File: src/verilog/gdcfg_pkg.sv
// gdcfg_pkg: shared constants, types and decode functions of the gate driver configuration bank
package gdcfg_pkg;

  localparam int unsigned CLK_MHZ        = 200;

  // register offsets and reset values
  localparam logic [3:0]  ADDR_DRV_CTRL  = 4'h2;
  localparam logic [3:0]  ADDR_HS_GATE   = 4'h3;
  localparam logic [3:0]  ADDR_LS_GATE   = 4'h4;
  localparam logic [3:0]  ADDR_OCP_CTRL  = 4'h5;
  localparam logic [10:0] RST_DRV_CTRL   = 11'h000;
  localparam logic [10:0] RST_HS_GATE    = 11'h377;
  localparam logic [10:0] RST_LS_GATE    = 11'h777;
  localparam logic [10:0] RST_OCP_CTRL   = 11'h145;

  // driver_control fields
  localparam int unsigned F_CLEAR        = 0;
  localparam int unsigned F_BRAKE        = 1;
  localparam int unsigned F_COAST        = 2;
  localparam int unsigned F_DIR          = 3;
  localparam int unsigned F_RECT         = 4;
  localparam int unsigned F_PWM_MODE     = 5;
  localparam int unsigned F_WARN_REP     = 7;
  localparam int unsigned F_GATE_DIS     = 8;
  localparam int unsigned F_PUMP_DIS     = 9;
  localparam logic [10:0] LOCKED_WR_MASK = 11'h007;

  // gate drive fields
  localparam int unsigned F_SINK         = 0;
  localparam int unsigned F_SOURCE       = 4;
  localparam int unsigned F_LOCK         = 8;
  localparam int unsigned F_DRIVE_TIME   = 8;
  localparam int unsigned F_CYCLE_CLR    = 10;
  localparam logic [7:0]  HS_STORE_MASK  = 8'hff;
  localparam logic [2:0]  LOCK_KEY       = 3'h6;
  localparam logic [2:0]  UNLOCK_KEY     = 3'h3;

  // overcurrent_control fields
  localparam int unsigned F_THRESH       = 0;
  localparam int unsigned F_SCOPE        = 5;
  localparam int unsigned F_OC_RESP      = 6;
  localparam int unsigned F_DEAD         = 8;
  localparam int unsigned F_RETRY_SEL    = 10;
  localparam logic [2:0]  THRESH_OFF     = 3'h7;

  // times in their own units, cycle counts derived from the clock rate
  localparam int unsigned DRIVE_BASE_NS  = 500;
  localparam int unsigned DEAD_BASE_NS   = 50;
  localparam int unsigned RETRY_LONG_US  = 4000;
  localparam int unsigned RETRY_SHORT_US = 50;
  localparam int unsigned DRIVE_BASE_CYC = DRIVE_BASE_NS * CLK_MHZ / 1000;
  localparam int unsigned DEAD_BASE_CYC  = DEAD_BASE_NS * CLK_MHZ / 1000;
  localparam int unsigned RETRY_LONG_CYC = RETRY_LONG_US * CLK_MHZ;
  localparam int unsigned RETRY_SHRT_CYC = RETRY_SHORT_US * CLK_MHZ;

  typedef enum logic [3:0] {PWM_SIX = 4'h1, PWM_THREE = 4'h2, PWM_SINGLE = 4'h4, PWM_INDEP = 4'h8} gdcfg_pwm_t;
  typedef enum logic [1:0] {OC_LATCH = 2'h0, OC_RETRY = 2'h1, OC_REPORT = 2'h2, OC_IGNORE = 2'h3} gdcfg_ocr_t;

  typedef struct packed {
    logic        wr;
    logic        rd;
    logic [3:0]  addr;
    logic [10:0] wdata;
  } gdcfg_req_t;

  typedef struct packed {
    logic        pump_uv;
    logic        gate_fault;
    logic        overtemp_warning;
    logic [2:0]  drain_source_overcurrent;
    logic [2:0]  sense_overcurrent;
    logic        pwm_edge;
  } gdcfg_fault_in_t;

  typedef struct packed {
    logic [8:0]  high_source_ma;
    logic [8:0]  high_sink_ma;
    logic [8:0]  low_source_ma;
    logic [8:0]  low_sink_ma;
    logic [15:0] drive_cycles;
    logic [15:0] dead_cycles;
  } gdcfg_gate_t;

  function automatic logic [8:0] gdcfg_source_ma(input logic [2:0] code);
    case (code)
      3'h0, 3'h1: return 9'd15;
      3'h2:       return 9'd45;
      3'h3:       return 9'd60;
      3'h4:       return 9'd90;
      3'h5:       return 9'd105;
      3'h6:       return 9'd135;
      default:    return 9'd150;
    endcase
  endfunction

  function automatic logic [8:0] gdcfg_sink_ma(input logic [2:0] code);
    case (code)
      3'h0, 3'h1: return 9'd30;
      3'h2:       return 9'd90;
      3'h3:       return 9'd120;
      3'h4:       return 9'd180;
      3'h5:       return 9'd210;
      3'h6:       return 9'd270;
      default:    return 9'd300;
    endcase
  endfunction

  function automatic logic [10:0] gdcfg_thresh_mv(input logic [2:0] code);
    case (code)
      3'h0:    return 11'd150;
      3'h1:    return 11'd240;
      3'h2:    return 11'd400;
      3'h3:    return 11'd510;
      3'h4:    return 11'd600;
      3'h5:    return 11'd900;
      3'h6:    return 11'd1800;
      default: return 11'd0;
    endcase
  endfunction

endpackage

File: src/verilog/gdcfg_retry_timer.sv
// gdcfg_retry_timer: one-shot overcurrent retry wait with two selectable lengths
module gdcfg_retry_timer
  import gdcfg_pkg::*;
#(
  parameter int unsigned LONG_CYC  = RETRY_LONG_CYC,
  parameter int unsigned SHORT_CYC = RETRY_SHRT_CYC
)(
  input  wire logic core_clk,
  input  wire logic rstn,
  input  wire logic start,
  input  wire logic short_sel,
  output logic      busy,
  output logic      done
);

  typedef enum logic [1:0] {T_IDLE = 2'b01, T_RUN = 2'b10} gdcfg_tstate_t;

  gdcfg_tstate_t state_q, state_d;
  logic [19:0]   cnt_q, cnt_d;
  logic          done_q, done_d;

  always_comb
  begin
    state_d = state_q;
    cnt_d   = cnt_q;
    done_d  = 1'b0;
    case (state_q)
      T_IDLE:
      begin
        if (start)
        begin
          // length is picked at start; a later change of the select waits for the next fault
          cnt_d   = short_sel ? 20'(SHORT_CYC - 1) : 20'(LONG_CYC - 1);
          state_d = T_RUN;
        end
      end
      T_RUN:
      begin
        if (cnt_q == 20'h00000)
        begin
          done_d  = 1'b1;
          state_d = T_IDLE;
        end
        else
        begin
          cnt_d = cnt_q - 20'h00001;
        end
      end
      default: state_d = T_IDLE;
    endcase
  end

  always_ff @(posedge core_clk or negedge rstn)
  begin
    if (!rstn)
    begin
      state_q <= T_IDLE;
      cnt_q   <= 20'h00000;
      done_q  <= 1'b0;
    end
    else
    begin
      state_q <= state_d;
      cnt_q   <= cnt_d;
      done_q  <= done_d;
    end
  end

  assign busy = (state_q == T_RUN);
  assign done = done_q;

endmodule // gdcfg_retry_timer

File: src/verilog/gdcfg_regs.sv
// gdcfg_regs: gate driver configuration bank with lock, decode and fault handling
//
// Overview of operation
// - pump undervoltage fault suppressed while its disable bit is set
// - gate drive fault suppressed while its disable bit holds one
// - overtemperature warning reaches fault pin and summary only when reporting enabled
// - single-input mode: rectify bit 0 synchronous, 1 diode freewheeling
// - single-input direction is register bit ORed with phase C high pin
// - coast bit set turns all six gates off
// - single-input mode: brake bit OR phase C low pin turns lows on unless coast bit is set
// - fault clear bit clears latched faults, then returns to zero itself
// - unlocked: writing 110b to lock field locks; other values ignored
// - locked: writes dropped except lock field and driver control bits 0-2
// - locked: writing 011b to lock field unlocks; other values ignored
// - source current codes decode to 15,15,45,60,90,105,135,150 mA
// - sink current codes decode to 30,30,90,120,180,210,270,300 mA
// - cycle clear in retry mode clears overcurrent faults on next pwm input
// - peak drive time codes give 500, 1000, 2000, 4000 ns
// - retry wait is 4 ms with select 0, 50 us with select 1
// - dead time codes give 50, 100, 200, 400 ns
// - response codes: latched, retrying, report only, ignored
// - latched or retrying overcurrent shuts all bridges with scope 0, only affected one with 1
// - threshold codes give 0.15..1.8 V; code 111b disables drain-source monitoring, sense overcurrent still taken
module gdcfg_regs
  import gdcfg_pkg::*;
#(
  parameter int unsigned RETRY_LONG  = RETRY_LONG_CYC,
  parameter int unsigned RETRY_SHORT = RETRY_SHRT_CYC
)(
  input  wire logic             core_clk,
  input  wire logic             rstn,
  input  wire gdcfg_req_t       req,
  output logic [10:0]           rdata,
  output logic                  rvalid,
  input  wire gdcfg_fault_in_t  fault_in,
  input  wire logic             phase_c_high_input,
  input  wire logic             phase_c_low_input,
  output gdcfg_pwm_t            pwm_mode,
  output logic                  single_input_rectify_select,
  output logic                  direction_eff,
  output logic                  gates_off,
  output logic                  low_side_brake,
  output logic                  fault_clear,
  output logic                  locked,
  output gdcfg_gate_t           gate_cfg,
  output logic [10:0]           threshold_mv,
  output logic                  drain_source_monitor_off,
  output logic [2:0]            bridge_shutdown,
  output logic [2:0]            overcurrent_flags,
  output logic                  pump_fault_active,
  output logic                  gate_fault_active,
  output logic                  fault_summary,
  output logic                  fault_output_pin_n
);

  typedef enum logic [1:0] {L_OPEN = 2'b01, L_SHUT = 2'b10} gdcfg_lock_t;

  ////////////////////////////////////////////////////////////////////////////////
  // register file and lock

  logic [10:0] drv_q, drv_d, ocp_q, ocp_d, ls_q, ls_d;
  logic [7:0]  hs_q, hs_d;
  gdcfg_lock_t lock_q, lock_d;
  logic [10:0] rdata_q, rdata_d;
  logic        rvalid_q, rvalid_d;
  logic        is_locked, wr_drv, wr_hs, wr_ls, wr_ocp;
  logic [2:0]  lock_wr;

  assign is_locked = (lock_q == L_SHUT);
  assign wr_drv    = req.wr && (req.addr == ADDR_DRV_CTRL);
  assign wr_hs     = req.wr && (req.addr == ADDR_HS_GATE);
  assign wr_ls     = req.wr && (req.addr == ADDR_LS_GATE);
  assign wr_ocp    = req.wr && (req.addr == ADDR_OCP_CTRL);
  assign lock_wr   = req.wdata[F_LOCK +: 3];

  always_comb
  begin
    drv_d  = drv_q;
    hs_d   = hs_q;
    ls_d   = ls_q;
    ocp_d  = ocp_q;
    lock_d = lock_q;
    drv_d[F_CLEAR] = 1'b0;
    if (wr_drv)
    begin
      if (is_locked)
        drv_d = (drv_q & ~LOCKED_WR_MASK) | (req.wdata & LOCKED_WR_MASK);
      else
        drv_d = req.wdata;
    end
    if (wr_hs && !is_locked)
      hs_d = req.wdata[7:0] & HS_STORE_MASK;
    if (wr_ls && !is_locked)
      ls_d = req.wdata;
    if (wr_ocp && !is_locked)
      ocp_d = req.wdata;
    case (lock_q)
      L_OPEN:  if (wr_hs && lock_wr == LOCK_KEY) lock_d = L_SHUT;
      L_SHUT:  if (wr_hs && lock_wr == UNLOCK_KEY) lock_d = L_OPEN;
      default: lock_d = L_OPEN;
    endcase
    rvalid_d = req.rd;
    // unmapped and status offsets read zero; lock field reads back its key
    if (req.addr == ADDR_DRV_CTRL)
      rdata_d = drv_q;
    else if (req.addr == ADDR_HS_GATE)
      rdata_d = {(is_locked ? LOCK_KEY : UNLOCK_KEY), hs_q};
    else if (req.addr == ADDR_LS_GATE)
      rdata_d = ls_q;
    else if (req.addr == ADDR_OCP_CTRL)
      rdata_d = ocp_q;
    else
      rdata_d = 11'h000;
    if (!req.rd)
      rdata_d = rdata_q;
  end

  always_ff @(posedge core_clk or negedge rstn)
  begin
    if (!rstn)
    begin
      drv_q    <= RST_DRV_CTRL;
      hs_q     <= RST_HS_GATE[7:0];
      ls_q     <= RST_LS_GATE;
      ocp_q    <= RST_OCP_CTRL;
      lock_q   <= L_OPEN;
      rdata_q  <= 11'h000;
      rvalid_q <= 1'b0;
    end
    else
    begin
      drv_q    <= drv_d;
      hs_q     <= hs_d;
      ls_q     <= ls_d;
      ocp_q    <= ocp_d;
      lock_q   <= lock_d;
      rdata_q  <= rdata_d;
      rvalid_q <= rvalid_d;
    end
  end

  assign rdata       = rdata_q;
  assign rvalid      = rvalid_q;
  assign locked      = is_locked;
  assign fault_clear = drv_q[F_CLEAR];

  ////////////////////////////////////////////////////////////////////////////////
  // fault latching and overcurrent response

  gdcfg_ocr_t  oc_resp;
  logic [2:0]  oc_q, oc_d, oc_ev;
  logic        pump_q, pump_d, gate_q, gate_d;
  logic        retry_busy, retry_done, retry_start, oc_clr, ds_off;

  assign oc_resp = gdcfg_ocr_t'(ocp_q[F_OC_RESP +: 2]);
  assign ds_off  = (ocp_q[F_THRESH +: 3] == THRESH_OFF);

  always_comb
  begin
    // ignore mode neither flags nor acts, so no event is taken at all
    oc_ev = ({3{!ds_off}} & fault_in.drain_source_overcurrent) | fault_in.sense_overcurrent;
    if (oc_resp == OC_IGNORE)
      oc_ev = 3'h0;
    oc_clr = fault_clear;
    if (oc_resp == OC_RETRY)
      oc_clr = fault_clear || retry_done ||
               (ls_q[F_CYCLE_CLR] && fault_in.pwm_edge);
    retry_start = (oc_resp == OC_RETRY) && (|oc_ev) && !retry_busy;
    // a new event in the clearing cycle wins over the clear
    oc_d   = oc_ev | (oc_q & ~{3{oc_clr}});
    pump_d = !drv_q[F_PUMP_DIS] && (fault_in.pump_uv || (pump_q && !fault_clear));
    gate_d = !drv_q[F_GATE_DIS] && (fault_in.gate_fault || (gate_q && !fault_clear));
  end

  always_ff @(posedge core_clk or negedge rstn)
  begin
    if (!rstn)
    begin
      oc_q   <= 3'h0;
      pump_q <= 1'b0;
      gate_q <= 1'b0;
    end
    else
    begin
      oc_q   <= oc_d;
      pump_q <= pump_d;
      gate_q <= gate_d;
    end
  end

  gdcfg_retry_timer #(
    .LONG_CYC  (RETRY_LONG),
    .SHORT_CYC (RETRY_SHORT)
  ) u_retry (
    .core_clk  (core_clk),
    .rstn      (rstn),
    .start     (retry_start),
    .short_sel (ocp_q[F_RETRY_SEL]),
    .busy      (retry_busy),
    .done      (retry_done)
  );

  assign overcurrent_flags = oc_q;
  assign pump_fault_active = pump_q;
  assign gate_fault_active = gate_q;

  ////////////////////////////////////////////////////////////////////////////////
  // decoded outputs, all registered

  gdcfg_pwm_t  mode_q, mode_d;
  gdcfg_gate_t gcfg_q, gcfg_d;
  logic [10:0] thr_q, thr_d;
  logic [2:0]  shut_q, shut_d;
  logic        rect_q, rect_d, dir_q, dir_d, off_q, off_d, brk_q, brk_d;
  logic        dsoff_q, dsoff_d, sum_q, sum_d, act;

  always_comb
  begin
    case (drv_q[F_PWM_MODE +: 2])
      2'h0:    mode_d = PWM_SIX;
      2'h1:    mode_d = PWM_THREE;
      2'h2:    mode_d = PWM_SINGLE;
      default: mode_d = PWM_INDEP;
    endcase
    rect_d = (mode_d == PWM_SINGLE) && drv_q[F_RECT];
    dir_d  = (mode_d == PWM_SINGLE) && (drv_q[F_DIR] || phase_c_high_input);
    off_d  = drv_q[F_COAST];
    // coast outranks brake so a coasting bridge never has a low side on
    brk_d  = (mode_d == PWM_SINGLE) && !drv_q[F_COAST] &&
             (drv_q[F_BRAKE] || phase_c_low_input);
    gcfg_d.high_source_ma = gdcfg_source_ma(hs_q[F_SOURCE +: 3]);
    gcfg_d.low_source_ma  = gdcfg_source_ma(ls_q[F_SOURCE +: 3]);
    gcfg_d.high_sink_ma   = gdcfg_sink_ma(hs_q[F_SINK +: 3]);
    gcfg_d.low_sink_ma    = gdcfg_sink_ma(ls_q[F_SINK +: 3]);
    gcfg_d.drive_cycles   = 16'(DRIVE_BASE_CYC) << ls_q[F_DRIVE_TIME +: 2];
    gcfg_d.dead_cycles    = 16'(DEAD_BASE_CYC) << ocp_q[F_DEAD +: 2];
    thr_d   = gdcfg_thresh_mv(ocp_q[F_THRESH +: 3]);
    dsoff_d = ds_off;
    act     = (oc_resp == OC_LATCH) || (oc_resp == OC_RETRY);
    if (!act)
      shut_d = 3'h0;
    else if (ocp_q[F_SCOPE])
      shut_d = oc_q;
    else
      shut_d = {3{|oc_q}};
    sum_d = pump_q || gate_q || ((oc_resp != OC_IGNORE) && (|oc_q)) ||
            (drv_q[F_WARN_REP] && fault_in.overtemp_warning);
  end

  always_ff @(posedge core_clk or negedge rstn)
  begin
    if (!rstn)
    begin
      mode_q  <= PWM_SIX;
      gcfg_q  <= '0;
      thr_q   <= 11'h000;
      shut_q  <= 3'h0;
      rect_q  <= 1'b0;
      dir_q   <= 1'b0;
      off_q   <= 1'b0;
      brk_q   <= 1'b0;
      dsoff_q <= 1'b0;
      sum_q   <= 1'b0;
    end
    else
    begin
      mode_q  <= mode_d;
      gcfg_q  <= gcfg_d;
      thr_q   <= thr_d;
      shut_q  <= shut_d;
      rect_q  <= rect_d;
      dir_q   <= dir_d;
      off_q   <= off_d;
      brk_q   <= brk_d;
      dsoff_q <= dsoff_d;
      sum_q   <= sum_d;
    end
  end

  assign pwm_mode                    = mode_q;
  assign gate_cfg                    = gcfg_q;
  assign threshold_mv                = thr_q;
  assign bridge_shutdown             = shut_q;
  assign single_input_rectify_select = rect_q;
  assign direction_eff               = dir_q;
  assign gates_off                   = off_q;
  assign low_side_brake              = brk_q;
  assign drain_source_monitor_off    = dsoff_q;
  assign fault_summary               = sum_q;
  assign fault_output_pin_n          = !sum_q;
endmodule // gdcfg_regs

File: config.mk
export PLATFORM = sky130hd
export DESIGN_NAME = gdcfg_regs
export DESIGN_NICKNAME = d
export VERILOG_FILES = /design/src/verilog/gdcfg_pkg.sv /design/src/verilog/gdcfg_retry_timer.sv /design/src/verilog/gdcfg_regs.sv
export SDC_FILE = /design/constraint.sdc
export NUM_CORES = 1
export LEC_CHECK = 0
export ABC_CLOCK_PERIOD_IN_PS = 2100
export BUFFER_PORTS_ARGS = -buffer_cell sky130_fd_sc_hd__buf_2
export CAP_MARGIN = 30
export CORE_ASPECT_RATIO = 0.9
export CORE_MARGIN = 2
export CORE_UTILIZATION = 45
export DETAILED_ROUTE_END_ITERATION = 10
export PLACE_DENSITY = 0.79
export REMOVE_ABC_BUFFERS = 1
export SLEW_MARGIN = 25
export SYNTH_ARGS = -nofsm -noshare
export SYNTH_HDL_FRONTEND = slang
export SYNTH_SLANG_ARGS = --single-unit
export TNS_END_PERCENT = 5
File: constraint.sdc
create_clock -name core_clk -period 2.1 [get_ports core_clk]
set_input_delay 0.42 -clock core_clk [delete_from_list [all_inputs] [get_ports core_clk]]
set_output_delay 0.42 -clock core_clk [all_outputs]
set_load 0.05 [all_outputs]
Word level (Yosys, flattened, before mapping)
Index checks and enable logic that the tools add are counted.
{"block": "op_classes", "n_addsub": 1, "eq_ne": 52, "n_shift": 2, "mux": 29, "n_bitwise": 6, "reduce_logical": 58}
{"op": "case mux 9 bit (6 select lines)", "count": 2}
{"op": "case mux 8 bit (6 select lines)", "count": 2}
{"op": "case mux 11 bit (7 select lines)", "count": 1}
{"op": "two-way mux 20 bit", "count": 3}
{"op": "two-way mux 11 bit", "count": 5}
{"op": "equality test 3 bit (second input constant)", "count": 17}
{"op": "case mux 20 bit (2 select lines)", "count": 1}
{"op": "equality test 3 x 2 -> 1 bit (second input constant)", "count": 11}
{"op": "logical AND 1 bit", "count": 22}
{"op": "logical NOT 20 bit", "count": 1}
{"op": "subtractor 20 x 1 -> 20 bit (second input constant)", "count": 1}
{"op": "left shift 4 x 2 -> 16 bit (first input constant)", "count": 1}
{"op": "left shift 7 x 2 -> 16 bit (first input constant)", "count": 1}
{"op": "equality test 3 x 1 -> 1 bit (second input constant)", "count": 5}
{"op": "logical NOT 3 bit", "count": 5}
{"op": "equality test 4 x 3 -> 1 bit (second input constant)", "count": 3}
{"op": "two-way mux 3 bit", "count": 4}
{"op": "case mux 4 bit (3 select lines)", "count": 1}
{"op": "bitwise OR 11 x 3 -> 11 bit", "count": 1}
{"op": "logical OR 1 bit", "count": 10}
{"op": "equality test 2 x 1 -> 1 bit (second input constant)", "count": 4}
{"op": "equality test 2 bit (second input constant)", "count": 4}
{"op": "equality test 4 x 2 -> 1 bit (second input constant)", "count": 2}
{"op": "logical NOT 1 bit", "count": 8}
{"op": "other kinds (14)", "count": 33}
{"block": "word_totals", "regBits": 175, "in_bits": 31, "output_inout_bits": 112, "word_cells": 177}

Longest topological paths before layout
{"block": "depth", "word_depth": 10, "mapped_depth": 9, "depth_no_buf": 8}

Modules after synthesis
Synthesis repeated with hierarchy kept, for this count alone.
{"block": "hier_totals", "cells_unflattened": 546, "hier_area_um2": 6623.9}
{"mod": "gdcfg_regs", "n_inst": 1, "cells_per_inst": 395, "area_each_um2": 5187.5, "seq_area_each_um2": 3254.4}
{"mod": "gdcfg_retry_timer", "n_inst": 1, "cells_per_inst": 151, "area_each_um2": 1436.4, "seq_area_each_um2": 576.8}

Worst setup path before layout
Ideal clock, no wire load.
{"block": "synth_path", "path_type": "reg2reg", "from": "register u_retry.cnt_q[4]", "to": "register u_retry.cnt_q[8]", "arrival_ns": 1.894, "t_required_ns": 1.980, "setup_slack_ns": 0.086, "path_stages_with_launch": 8, "n_path_buf": 2, "period_less_slack_ns": 2.014, "cell_sequence": "dfrtp_1 buf_6 or4_4 nor4_4 a21o_2 buf_6 a21oi_2 o211a_1"}
{"block": "synth_between", "elab_chain_cells": 3}
{"item": "from (decl)", "line_no": "gdcfg_retry_timer.sv:19", "text": "logic [19:0] cnt_q, cnt_d;"}
{"item": "from (signal assigned)", "line_no": "gdcfg_retry_timer.sv:64", "text": "cnt_q <= cnt_d;"}
{"item": "subtractor 20 x 1 -> 20 bit or logical NOT 20 bit (tied branches)", "line_no": "gdcfg_retry_timer.sv:46, gdcfg_retry_timer.sv:39"}
{"item": "two-way mux 20 bit or != test 2 bit (tied branches)"}
{"item": "case mux 20 bit (2 select lines) or AND reduction 3 bit (tied branches)"}
Several ways; a longest one is shown, not always the timed one. The select of a mux whose other input is x is not followed.
A chain may end at the register's enable or synchronous reset.

Worst setup path after layout
{"block": "layout_path", "from": "register u_retry.cnt_q[5]", "to": "register u_retry.cnt_q[9]"}
The elaborated chain is that of the path after synthesis.

==> metrics.cfg <==
[drt]
number_of_search_and_repair_iterations_in_the_first_detailed_routing_pass=4
vias_per_cell=5.094
drt_drc_violations_left=0
drt_wl_total_um=14860
route.antenna.remaining_nets=0
total_vias_in_the_final_route=4585
wl_per_cell_um=16.51
drt_iter0_markers=241

[outcome]
result_of_the_run=complete, no violations

[synth]
syn_area_um2=6366
ys_seq_area_share_pct=60.18
post_synth.cell_area_avg_um2=12.08
synth_area_leaders=sky130_fd_sc_hd__dfrtp_1 (51%), sky130_fd_sc_hd__mux2_2 (9.7%), sky130_fd_sc_hd__dfstp_2 (9.1%)
synth_enable_flop_cells=0
ys_warn_count=0
netlist.top_cell.by_area=sky130_fd_sc_hd__dfrtp_1
asyncSetResetFlopFracSynth_pct=100.0
synth_register_bits=152
synthFlopType=sky130_fd_sc_hd__dfrtp_1
synthCells=527
post_synth_num_cell_types=56
area_share_of_the_largest_cell_type_after_synthesis_pct=51.10

[timing]
finalHoldViolCount=0
final.period_utilization_pct=98.84
timing.max_slew.rel_slack_pct=66.11
skew_ps=9.144
finalCriticalPeriod_ps=2076
fin_setup_tns_ps=0
finalSetupViolCount=0
rsz0062_at_grt=true
worst-slew-pin-transition_ps=508.4
max_clock_freq_mhz=481.8
timing.final.max_slew_violations=0

[finish]
layout_common_cells=sky130_fd_sc_hd__dfrtp_1 (130), sky130_fd_sc_hd__buf_2 (118), sky130_fd_sc_hd__mux2_2 (55)
layout_commonest_cell=sky130_fd_sc_hd__dfrtp_1
share_of_layout_cells_above_drive_strength_1_pct=40.17
area_growth_synth_to_finish_pct=25.63
fin_area_um2=7998
antenna_cells=0
final_cell_count_no_fill=900
layout.nets=731

[setup_path]
criticalPathCategory=reg -> reg
reg2reg_setup_slack_ps=20
crit_path_max_fanout=7
worstPathArrival_ps=2370
worst_ep_required_time_ps=2400
path_cells=or4_4, nor4_4, a21oi_2, nor2_8, inv_2, o211a_1
critPathMaxStageDelay_ps=570
cp-end-kind=register
critical_path.n_buffers_inverters=1
cp_top_family=simple AND/OR/NAND/NOR gates
timing.critical_path.slowest_stage_cell=sky130_fd_sc_hd__or4_4
cp_startpoint_kind=register

[die]
die_x_um=129.4
chipHeight_um=116.8
design.die.area_um2=15120
core.rowCount=41
io-pin-count=143
core_region_area_um2=13900
initial_core_util_pct=45.79

[global_route]
grt_overflow=0
track_usage_pct=20.45
grt_first_pass_wirelength_um=23200
grt_start_max_net_pins=56
number_of_antenna_violations_at_the_first_check_in_global_routing=0
grt_pass1_vias=4527

[worst_hold_path]
hold_class=in -> reg

[cts]
clk_pin_slew_ps=60
numCtsBuffers=17
tritoncts_num_sinks=152
clk_path_buf_depth=2
insertion_delay_ps=420
cts.htree.levels=4
tritoncts=yes
clock-root-buffer=sky130_fd_sc_hd__clkbuf_16
cts_setup_buffers=0

[flow_run]
max_cap_violations=0

[place]
buffer_ports.inserted=119
dpl_cell_area_um2=7406
dp_hpwl_um=10820
place_inst=867
placer_congestion=0.8764

[power]
cellLeakagePower_uw=0.003831
cellPowerDensity_nw_per_um2=1297
max-vdd-ir-drop_mv=0.6233
totalPowerFinal_uw=10370

[where the power goes]
part / leakage [uW] / internal [uW] / switching (uW) / total (uW)
Sequential: 0.00180 / 3690 / 414 / 4110
Combinational: 0.00176 / 1010 / 2350 / 3360
Clock: 0.000270 / 1730 / 1170 / 2900
[cells in the mapped netlist (7+ instances only)]
cell type and number:
sky130_fd_sc_hd__nor2b_1 13, sky130_fd_sc_hd__dfrtp_1 130, sky130_fd_sc_hd__nand2b_1 8, sky130_fd_sc_hd__clkbuf_1 13
sky130_fd_sc_hd__or3_1 7, sky130_fd_sc_hd__nand2_1 24, sky130_fd_sc_hd__dfstp_2 22, sky130_fd_sc_hd__mux2_2 55
sky130_fd_sc_hd__a22oi_1 8, sky130_fd_sc_hd__o2bb2ai_1 7, sky130_fd_sc_hd__nor3_1 7, sky130_fd_sc_hd__nor2_1 35
sky130_fd_sc_hd__buf_4 23, sky130_fd_sc_hd__a21oi_1 18, sky130_fd_sc_hd__o21ai_0 17, sky130_fd_sc_hd__a21o_1 9
sky130_fd_sc_hd__and2_1 10, sky130_fd_sc_hd__inv_1 29, sky130_fd_sc_hd__nand3_1 14
[registers in the layout (all words and copies together) (netlist names), 2 cells and up]
signal	flops
threshold_mv	10
ocp_q	11
drv_q	11
bridge_shutdown	3
hs_q	8
gate_cfg	46
overcurrent_flags	3
u_retry.state_q	2
pwm_mode	4
rdata	11
ls_q	11
lock_q	2
u_retry.cnt_q	20
[stage by stage]
step / utilization (%) / hold slack (ps) / setup slack [ps]
after global routing: 57.53 / 164.3 / -78.69
final: 57.53 / 177.2 / 24.35
after CTS: 57.49 / 162.6 / 10.70
after global placement: 53.27 / 396.3 / 36.47
after detailed placement: 53.27 / 407.6 / -13.46
after floorplan: - / 124.4 / 70.93
[repair_timing]
item | 4_1_cts | 5_1_grt
hold buffers | 1 | 0
endpoints found under the hold margin | 41 | 0
pin swaps | 0 | 2
setup endpoints to repair | 3 | 15
resized for setup | 1 | 5
[layer usage]
layer / wire, um / track usage (%)
met2: 7157 / 32.67
met4: 256 / 8.623
met3: 1130 / 6.409
met1: 6319 / 26.03
met5: 0 / 0
[layout make-up]
class,instances,area (um^2)
fillers,1091,5904
flip-flops and latches,152,3831
multi-input cells,328,2267
repair buffers,165,974.7
clock buffers,23,478.0
well taps,193,241.5
inverters,30,112.6
clock inverters,9,92.59
[cell families (layout without fill, tap and decap cells)]
group / count (synthesis) / in the layout / synth area share (%)
AO/OA/AOI/OAI: 94 / 94 / 10.08
adder cells (fa/ha/maj): 6 / 6 / 1.179
XOR/XNOR: 2 / 2 / 0.2752
AND/OR/NAND/NOR: 148 / 148 / 12.81
multiplexers: 55 / 55 / 9.729
buffers and inverters: 69 / 227 / 5.680
flip-flops: 152 / 152 / 60.18
other: 1 / 23 / 0.05891
[path summary, 6_finish.rpt]
kind / from / to / depth (start not counted)
worst min-delay path: req[15] / rvalid$_DFF_PN0_ / 1
max in group asynchronous: rstn / pwm_mode[0]$_DFF_PN1_ / 3
worst max register to register: u_retry.cnt_q[5]$_DFFE_PN0P_ / u_retry.cnt_q[9]$_DFFE_PN0P_ / 6
worst max-delay path: u_retry.cnt_q[5]$_DFFE_PN0P_ / u_retry.cnt_q[9]$_DFFE_PN0P_ / 6
worst min register to register: drv_q[2]$_DFFE_PN0P_ / gates_off$_DFF_PN0_ / 0
min in group asynchronous: rstn / direction_eff$_DFF_PN0_ / 2
No activity file was read; power rests on OpenSTA's default activity.
